File: config.mk
export PLATFORM = sky130hd
export DESIGN_NAME = see_prog
export DESIGN_NICKNAME = d
export VERILOG_FILES = /design/src/pkg/see_pkg.sv /design/src/hw/see_prog.sv /design/src/hw/see_sync.sv
export SDC_FILE = /design/constraint.sdc
export NUM_CORES = 1
export LEC_CHECK = 0
export BUFFER_PORTS_ARGS = -buffer_cell sky130_fd_sc_hd__clkbuf_2
export CORE_MARGIN = 10
export CORE_UTILIZATION = 30
export CTS_CLUSTER_SIZE = 14
export DETAILED_ROUTE_END_ITERATION = 10
export GPL_ROUTABILITY_DRIVEN = 0
export GPL_TIMING_DRIVEN = 1
export PLACE_DENSITY_LB_ADDON = 0.05
export SYNTH_ARGS = -nofsm -noshare
export SYNTH_HDL_FRONTEND = slang
export SYNTH_SLANG_ARGS = --single-unit
File: constraint.sdc
create_clock -name clock -period 3.1 [get_ports clock]
set_clock_uncertainty 0.05 [all_clocks]
set_input_delay 0.62 -clock clock [delete_from_list [all_inputs] [get_ports clock]]
set_output_delay 0.62 -clock clock [all_outputs]
set_load 0.05 [all_outputs]
File: src/pkg/see_pkg.sv
// Constants and types shared by the serial EEPROM programming logic
package see_pkg;
  localparam int ADDR_W = 6;
  localparam int DATA_W = 16;
  localparam int WORDS = 64;
  localparam int OP_W = 2;
  // Frame bit counts after the start bit
  localparam int HDR_BITS = 8;
  localparam int FRAME_BITS = 24;
  localparam logic [4:0] HDR_CNT = 5'h08;
  localparam logic [4:0] FULL_CNT = 5'h18;
  // Opcodes
  localparam logic [1:0] OP_EXT = 2'h0;
  localparam logic [1:0] OP_WRITE = 2'h1;
  localparam logic [1:0] OP_READ = 2'h2;
  localparam logic [1:0] OP_ERASE = 2'h3;
  // Extended decode on two high address bits
  localparam logic [1:0] EXT_WDS = 2'h0;
  localparam logic [1:0] EXT_WALL = 2'h1;
  localparam logic [1:0] EXT_EALL = 2'h2;
  localparam logic [1:0] EXT_WEN = 2'h3;
  localparam logic [DATA_W-1:0] ERASED = 16'hFFFF;
  localparam logic [DATA_W-1:0] MEM_RST = 16'hFFFF;
  // Programming time
  localparam int PROG_TIME_NS = 10000;
  localparam int CLK_PERIOD_NS = 5;
  localparam int PROG_CYCLES = (PROG_TIME_NS + CLK_PERIOD_NS - 1) / CLK_PERIOD_NS;
  // Pending programming action
  typedef enum logic [3:0] {
    SEE_ACT_NONE = 4'b0001,
    SEE_ACT_WORD = 4'b0010,
    SEE_ACT_ALL = 4'b0100,
    SEE_ACT_WDS = 4'b1000
  } see_act_t;
endpackage
File: src/hw/see_prog.sv
// Serial EEPROM instruction decode, programming cycle and status output
`timescale 1ns/1ps
`default_nettype none
// Summary of operation
// - Frame is start one, two opcode bits, six address bits, sixteen data MSB first.
// - Input bits are taken on serial clock rising edges only while selected.
// - Write-disabled after reset; enable instruction permits programming until disable.
// - Word write and write-all are accepted only when write-enabled.
// - Select falling after programming frame starts timed cycle; busy meanwhile.
// - While selected after programming, output low when busy, high when ready.
// - Status shows on output without any serial clock pulses.
// - Write-all programs every location with the one frame data word.
// - Write disable blocks programming, effective when select falls.
// - Read frames are accepted whether write-enabled or not; they program nothing and no read data is output.
// - Erase sets all bits of addressed word to one by timed cycle.
// - Erase-all sets whole array to one by timed cycle.
// - Opcode zero decodes high address bits: 01 write-all, 00 disable, 10 erase-all.
// - Output is released whenever select is low.
// - Toggling select during programming leaves the cycle unaffected.
// - Once ready, a clocked start bit releases the output.
// - That start bit begins a new instruction; dropping select also resets.
module see_prog #(
  parameter int PROG_CYCLES = see_pkg::PROG_CYCLES
) (
  input wire logic clock,
  input wire logic rst_n,
  input wire logic chip_select,
  input wire logic serial_clock,
  input wire logic serial_in,
  output logic serial_out,
  output logic serial_out_oe_n,
  output logic busy
);
  // ----------------------------------------
  // Input synchronisation
  // ----------------------------------------
  logic [2:0] pins_s;
  see_sync #(.WIDTH(3)) u_sync (
    .clock(clock),
    .rst_n(rst_n),
    .async_in({chip_select, serial_clock, serial_in}),
    .sync_out(pins_s)
  );
  logic cs_s, sk_s, di_s, cs_d, sk_d;
  assign cs_s = pins_s[2];
  assign sk_s = pins_s[1];
  assign di_s = pins_s[0];
  // Edge history
  always_ff @(posedge clock or negedge rst_n) begin
    if (!rst_n) begin
      cs_d <= 1'b0;
      sk_d <= 1'b0;
    end else begin
      cs_d <= cs_s;
      sk_d <= sk_s;
    end
  end
  logic sk_rise, cs_fall;
  assign sk_rise = cs_s && sk_s && !sk_d;
  assign cs_fall = cs_d && !cs_s;

  // ----------------------------------------
  // Frame shifter
  // ----------------------------------------
  logic started;
  logic [4:0] bit_cnt;
  logic [23:0] shreg;
  logic prog_active;
  logic [31:0] prog_cnt;
  logic ready_shown;
  always_ff @(posedge clock or negedge rst_n) begin
    if (!rst_n) begin
      started <= 1'b0;
      bit_cnt <= '0;
      shreg <= '0;
    end else if (!cs_s) begin
      started <= 1'b0;
      bit_cnt <= '0;
    end else if (sk_rise && !prog_active) begin
      if (!started) begin
        started <= di_s;
        bit_cnt <= '0;
      end else if (bit_cnt != see_pkg::FULL_CNT) begin
        shreg <= {shreg[22:0], di_s};
        bit_cnt <= bit_cnt + 5'h01;
      end
    end
  end

  // Decode fields of the header
  logic [1:0] opc;
  logic [5:0] adr;
  logic [15:0] wdata;
  logic hdr_done, full_done;
  assign full_done = (bit_cnt == see_pkg::FULL_CNT);
  assign hdr_done = (bit_cnt == see_pkg::HDR_CNT);
  assign opc = full_done ? shreg[23:22] : shreg[7:6];
  assign adr = full_done ? shreg[21:16] : shreg[5:0];
  assign wdata = shreg[15:0];

  // ----------------------------------------
  // Action selection at select fall
  // ----------------------------------------
  logic wr_en;
  see_pkg::see_act_t next_act;
  logic next_fill_ones;
  always_comb begin
    next_act = see_pkg::SEE_ACT_NONE;
    next_fill_ones = 1'b0;
    if (started && full_done && wr_en) begin
      if (opc == see_pkg::OP_WRITE) begin
        next_act = see_pkg::SEE_ACT_WORD;
      end else if (opc == see_pkg::OP_EXT && adr[5:4] == see_pkg::EXT_WALL) begin
        next_act = see_pkg::SEE_ACT_ALL;
      end
    end else if (started && hdr_done) begin
      if (opc == see_pkg::OP_ERASE && wr_en) begin
        next_act = see_pkg::SEE_ACT_WORD;
        next_fill_ones = 1'b1;
      end else if (opc == see_pkg::OP_EXT && adr[5:4] == see_pkg::EXT_EALL && wr_en) begin
        next_act = see_pkg::SEE_ACT_ALL;
        next_fill_ones = 1'b1;
      end else if (opc == see_pkg::OP_EXT && adr[5:4] == see_pkg::EXT_WDS) begin
        next_act = see_pkg::SEE_ACT_WDS;
      end
    end
  end
  logic wen_hit;
  assign wen_hit = started && hdr_done && opc == see_pkg::OP_EXT &&
                   adr[5:4] == see_pkg::EXT_WEN;
  // Read frames are taken whatever the enable state and never program
  logic read_hit;
  assign read_hit = started && hdr_done && opc == see_pkg::OP_READ;

  // Write-enable latch, updated only as select falls
  always_ff @(posedge clock or negedge rst_n) begin
    if (!rst_n) begin
      wr_en <= 1'b0;
    end else if (cs_fall && !prog_active) begin
      if (wen_hit) begin
        wr_en <= 1'b1;
      end else if (next_act == see_pkg::SEE_ACT_WDS) begin
        wr_en <= 1'b0;
      end
    end
  end

  // ----------------------------------------
  // Memory array and programming cycle
  // ----------------------------------------
  logic [15:0] mem [0:see_pkg::WORDS-1];
  logic [5:0] pend_adr;
  logic [15:0] pend_data;
  logic pend_all;
  always_ff @(posedge clock or negedge rst_n) begin
    if (!rst_n) begin
      prog_active <= 1'b0;
      prog_cnt <= '0;
      pend_adr <= '0;
      pend_data <= '0;
      pend_all <= 1'b0;
    end else if (prog_active) begin
      if (prog_cnt == 32'(PROG_CYCLES - 1)) begin
        prog_active <= 1'b0;
      end
      prog_cnt <= prog_cnt + 32'h0000_0001;
    end else if (cs_fall && (next_act == see_pkg::SEE_ACT_WORD ||
                             next_act == see_pkg::SEE_ACT_ALL)) begin
      prog_active <= 1'b1;
      prog_cnt <= '0;
      pend_adr <= adr;
      pend_data <= next_fill_ones ? see_pkg::ERASED : wdata;
      pend_all <= (next_act == see_pkg::SEE_ACT_ALL);
    end
  end

  // Array update at end of the timed cycle
  genvar gi;
  generate
    for (gi = 0; gi < see_pkg::WORDS; gi++) begin : g_word
      always_ff @(posedge clock or negedge rst_n) begin
        if (!rst_n) begin
          mem[gi] <= see_pkg::MEM_RST;
        end else if (prog_active && prog_cnt == 32'(PROG_CYCLES - 1) &&
                     (pend_all || pend_adr == 6'(gi))) begin
          mem[gi] <= pend_data;
        end
      end
    end
  endgenerate

  // ----------------------------------------
  // Status output
  // ----------------------------------------
  // Ready indication held after a cycle until a clocked start bit; deselect does not clear it
  always_ff @(posedge clock or negedge rst_n) begin
    if (!rst_n) begin
      ready_shown <= 1'b0;
    end else if (prog_active) begin
      ready_shown <= 1'b1;
    end else if (sk_rise && !started && di_s) begin
      ready_shown <= 1'b0;
    end
  end
  always_ff @(posedge clock or negedge rst_n) begin
    if (!rst_n) begin
      serial_out <= 1'b0;
      serial_out_oe_n <= 1'b1;
      busy <= 1'b0;
    end else begin
      busy <= prog_active;
      serial_out <= !prog_active;
      serial_out_oe_n <= !(cs_s && (prog_active || ready_shown) &&
                           !(sk_rise && !started && di_s && !prog_active));
    end
  end

  // ----------------------------------------
  // Checks
  // ----------------------------------------
  property p_release_low;
    @(posedge clock) disable iff (!rst_n) !cs_s |=> serial_out_oe_n;
  endproperty
  a_release_low: assert property (p_release_low) else $error("output driven while deselected");
  property p_busy_low;
    @(posedge clock) disable iff (!rst_n) (prog_active && cs_s) |=> (!serial_out && !serial_out_oe_n);
  endproperty
  a_busy_low: assert property (p_busy_low) else $error("busy not shown low");
  property p_start;
    @(posedge clock) disable iff (!rst_n)
      (cs_fall && !prog_active && next_act == see_pkg::SEE_ACT_WORD) |=> prog_active;
  endproperty
  a_start: assert property (p_start) else $error("programming did not start");
  property p_disabled;
    @(posedge clock) disable iff (!rst_n) (cs_fall && !prog_active && !wr_en) |=> !prog_active;
  endproperty
  a_disabled: assert property (p_disabled) else $error("programming while disabled");
  property p_wds;
    @(posedge clock) disable iff (!rst_n)
      (cs_fall && !prog_active && next_act == see_pkg::SEE_ACT_WDS) |=> !wr_en;
  endproperty
  a_wds: assert property (p_wds) else $error("disable not applied");
  property p_wen;
    @(posedge clock) disable iff (!rst_n) (cs_fall && !prog_active && wen_hit) |=> wr_en;
  endproperty
  a_wen: assert property (p_wen) else $error("enable not applied");
  property p_hold;
    @(posedge clock) disable iff (!rst_n)
      (prog_active && prog_cnt == 32'h0000_0000) |-> ##1 prog_active[*8];
  endproperty
  a_hold: assert property (p_hold) else $error("cycle ended early");
  property p_ready;
    @(posedge clock) disable iff (!rst_n) $fell(prog_active) && cs_s |=> serial_out;
  endproperty
  a_ready: assert property (p_ready) else $error("ready not shown");
  property p_read;
    @(posedge clock) disable iff (!rst_n)
      (cs_fall && !prog_active && read_hit) |=> (wr_en == $past(wr_en)) && !prog_active;
  endproperty
  a_read: assert property (p_read) else $error("read frame changed state");
  property p_write_word;
    @(posedge clock) disable iff (!rst_n)
      (cs_fall && !prog_active && next_act == see_pkg::SEE_ACT_WORD && !next_fill_ones) |=> pend_data == $past(wdata);
  endproperty
  a_write_word: assert property (p_write_word) else $error("write data not latched");
  property p_wall_all;
    @(posedge clock) disable iff (!rst_n)
      (prog_active && prog_cnt == 32'(PROG_CYCLES - 1) && pend_all) |=> (mem[0] == $past(pend_data)) && (mem[see_pkg::WORDS-1] == $past(pend_data));
  endproperty
  a_wall_all: assert property (p_wall_all) else $error("array not filled");
  property p_erase;
    @(posedge clock) disable iff (!rst_n)
      (cs_fall && !prog_active && next_fill_ones) |=> prog_active && pend_data == see_pkg::ERASED;
  endproperty
  a_erase: assert property (p_erase) else $error("erase data not ones");
  property p_eall;
    @(posedge clock) disable iff (!rst_n)
      (cs_fall && !prog_active && started && hdr_done && opc == see_pkg::OP_EXT && adr[5:4] == see_pkg::EXT_EALL && wr_en) |=> prog_active && pend_all;
  endproperty
  a_eall: assert property (p_eall) else $error("erase-all not decoded");
  property p_busy_cnt;
    @(posedge clock) disable iff (!rst_n)
      prog_active |-> prog_cnt < 32'(PROG_CYCLES);
  endproperty
  a_busy_cnt: assert property (p_busy_cnt) else $error("cycle overran");
  property p_busy_mirror;
    @(posedge clock) disable iff (!rst_n) 1'b1 |=> busy == $past(prog_active);
  endproperty
  a_busy_mirror: assert property (p_busy_mirror) else $error("busy out of step");
  property p_deselect_clear;
    @(posedge clock) disable iff (!rst_n) !cs_s |=> !started && bit_cnt == 5'h00;
  endproperty
  a_deselect_clear: assert property (p_deselect_clear) else $error("deselect kept frame");
  property p_ignore;
    @(posedge clock) disable iff (!rst_n) (prog_active && cs_s) |=> $stable(bit_cnt);
  endproperty
  a_ignore: assert property (p_ignore) else $error("bit taken while busy");
  property p_release_start;
    @(posedge clock) disable iff (!rst_n)
      (sk_rise && !started && di_s && !prog_active) |=> serial_out_oe_n && started;
  endproperty
  a_release_start: assert property (p_release_start) else $error("start bit kept output");
  property p_ready_hold;
    @(posedge clock) disable iff (!rst_n)
      (ready_shown && !prog_active && cs_s && !sk_rise) |=> !serial_out_oe_n && serial_out;
  endproperty
  a_ready_hold: assert property (p_ready_hold) else $error("ready not held");
endmodule
`default_nettype wire

File: src/hw/see_sync.sv
// Two-stage synchroniser for pin inputs
`timescale 1ns/1ps
`default_nettype none
module see_sync #(
  parameter int WIDTH = 1
) (
  input wire logic clock,
  input wire logic rst_n,
  input wire logic [WIDTH-1:0] async_in,
  output logic [WIDTH-1:0] sync_out
);
  logic [WIDTH-1:0] stage1;
  // First stage feeds only the second
  always_ff @(posedge clock or negedge rst_n) begin
    if (!rst_n) begin
      stage1 <= '0;
      sync_out <= '0;
    end else begin
      stage1 <= async_in;
      sync_out <= stage1;
    end
  end
endmodule
`default_nettype wire

==> impl_metrics.toml <==
[outcome]
status = "complete, no violations"

[place]
placed_cells = 501
post-place-ws_ps = 713.3
port_buffers = 7
place_hpwl_um = 4947
place_area_sq_um = 3676

[sta]
setup_ws_ps = 742.9
rsz0062_at_grt = "false"
timing.fmax_mhz = 424.3
drv_slew = 0
tns_ps = 0
setup_viol = 0
fin_crit_sh_pct = 76.03
tightest_slew_ps = 985.8
layout_min_cycle_time_ps = 2357
final-hold-violation-count = 0
fin_hold_ws_ps = 296.5
slew_headroom_pct = 34.28

[synthesis]
syn-num-nets = 366
synthDistinctLibCells = 52
synth_top_area_share_pct = 54.03
synthTopCellsByArea = "dfrtp_1, nand2_1, nor2_1, xnor2_1, nand3_1"
synth_area_sq_um = 3473
async_flop_share_pct = 100.0
synth_seq_cells = 76
netlist_instances = 358
synth_top_cells_by_count = "nand2_1, dfrtp_1, nor2_1"
synthFlopType = "dfrtp_1"
ys_warn_count = 0
synth.avg_cell_area_sq_um = 9.702
synth_seq_area_share_pct = 54.79
synth_most_common_cell = "nand2_1"
synth_top_cell_by_area = "dfrtp_1"
synth-edff-count = 0

[setup_path]
start_kind = "flip-flop"
path_class = "flip-flop to flip-flop"
cp_max_fo = 7
slowest_delay_ps = 550
critical-path-top-delay-family = "simple AND/OR/NAND/NOR gates"
arrival_ps = 2500
required_ps = 3250
crit_chain = "inv_1 -> ha_1 -> nand4b_1 -> o311a_1 -> nor4_2 -> o21ai_0"
reg2reg_slack_ps = 740
slowest_stage = "nor4_2"
cp_num_buf_inv = 1
worst_setup_path_end_kind = "flip-flop"

[global_routing]
grt_max_degree = 77
grt_pass1_vias = 2582
grt.total_usage_pct = 10.04
grt-ovfl-total = 0
antenna_found_initial = 0
grt_pass1_wl_um = 13070

[detailed_routing]
viasPerCell = 4.710
firstDrtPassIters = 4
vias = 2435
drc = 0
ant_nets = 0
drtIter0Drc = 194
routedWlPerCell_um = 14.46
wl_um = 7478

[power]
p_per_area_nw_per_um2 = 564.9
cellLeakagePower_nw = 1.839
peakVddDrop_uv = 361.3

[floorplan]
die-area_sq_um = 16280
start_util_pct = 30.55
num_rows = 39
io-pin-count = 8
die_x_um = 127.6
core_sq_um = 11370
chipHeight_um = 127.6

[flow_run]
max_cap_violations = 0

[clock_network]
ctsHoldBuffers = 0
cts_root_buf = "clkbuf_16"
clock_path_buffers = 2
post_cts_buffers = 0
cts_resized = 0
tritoncts = "built"
cts.sinks = 76
cts_buffers = 9
cts_htree_levels = 3
clk_latency_ps = 340
clk_pin_slew_ps = 60

[cells_and_area]
drive_gt1_share_pct = 11.50
diodes = 0
area_growth_pct = 15.81
fin_area_sq_um = 4023
stdcell_count = 517
nets = 377

[hold_path]
hold_class = "flip-flop to flip-flop"
==> worst paths after layout <==
check	from	endpoint	cells past startpoint
worst max-delay path	bit_cnt[0]	prog_cnt[14]	6
worst min register to register	u_sync.stage1[2]	u_sync.sync_out[2]	0
min in group asynchronous	rst_n	prog_cnt[21]	1
max in group asynchronous	rst_n	prog_cnt[29]	1
worst max register to register	bit_cnt[0]	prog_cnt[14]	6
worst min-delay path	u_sync.stage1[2]	u_sync.sync_out[2]	0
==> metrics by stage <==
step | util (%) | total power [mW]
2_1_floorplan | - | 1.038
3_3_place_gp | 32.33 | 1.067
3_5_place_dp | 32.33 | 1.068
4_1_cts | 35.38 | 2.318
5_1_grt | 35.38 | 2.356
6_report | 35.38 | 2.272
==> registers in the layout, summed over array words and instances (netlist names) <==
signal / cells
started: 1
bit_cnt: 5
serial_out: 1
busy: 1
sk_d: 1
u_sync.sync_out: 3
cs_d: 1
prog_cnt: 32
prog_active: 1
ready_shown: 1
wr_en: 1
u_sync.stage1: 3
serial_out_oe_n: 1
shreg: 24
==> kinds of logic after synthesis <==
group	share of synthesized area [%]
fa+ha+maj	1.081
compound gates	7.133
buf+inv	2.918
simple gates	28.17
flops	54.79
mux	0.6124
xor+xnor	5.295
==> report_power, final <==
group / internal, mW / switching (mW) / total, mW
Clock: 0.792 / 0.435 / 1.23
Combinational: 0.00766 / 0.0289 / 0.0366
Sequential: 1.00 / 0.00632 / 1.01
Total: 1.80 / 0.470 / 2.27
==> area by class of cell <==
type / count / area, sq um
Fill cell: 1145 / 7347
Sequential cell: 76 / 1903
Multi-Input combinational cell: 259 / 1478
Clock buffer: 9 / 225.2
Tap cell: 143 / 178.9
Clock inverter: 7 / 121.4
Timing Repair Buffer: 12 / 75.07
Inverter: 11 / 41.29
==> metal layers <==
metal / global-route usage (%) / routed length [um]
met5: 0 / 0
met4: 4.570 / 141
met3: 3.350 / 236
met2: 16.92 / 3740
met1: 11.26 / 3360
==> cell usage in the layout, fill, tap and decap left out, types with 3 or more instances in the layout <==
cell,Yosys,final
nand4_1,9,9
buf_4,0,6
xor2_1,9,9
nor4_1,10,10
a21oi_1,5,5
nor4_4,2,3
nand3_1,17,17
dfrtp_1,75,75
bufinv_16,0,3
clkbuf_2,0,6
and4_1,3,3
o21bai_1,4,4
xnor2_1,12,12
nand2_1,90,90
o21ai_0,15,15
o31ai_1,4,4
ha_1,3,3
nor3_1,4,4
inv_1,10,10
nand2b_1,4,4
clkbuf_16,0,9
nor2_1,32,32
nor3_2,3,3
(Power assumes the default switching activity.)
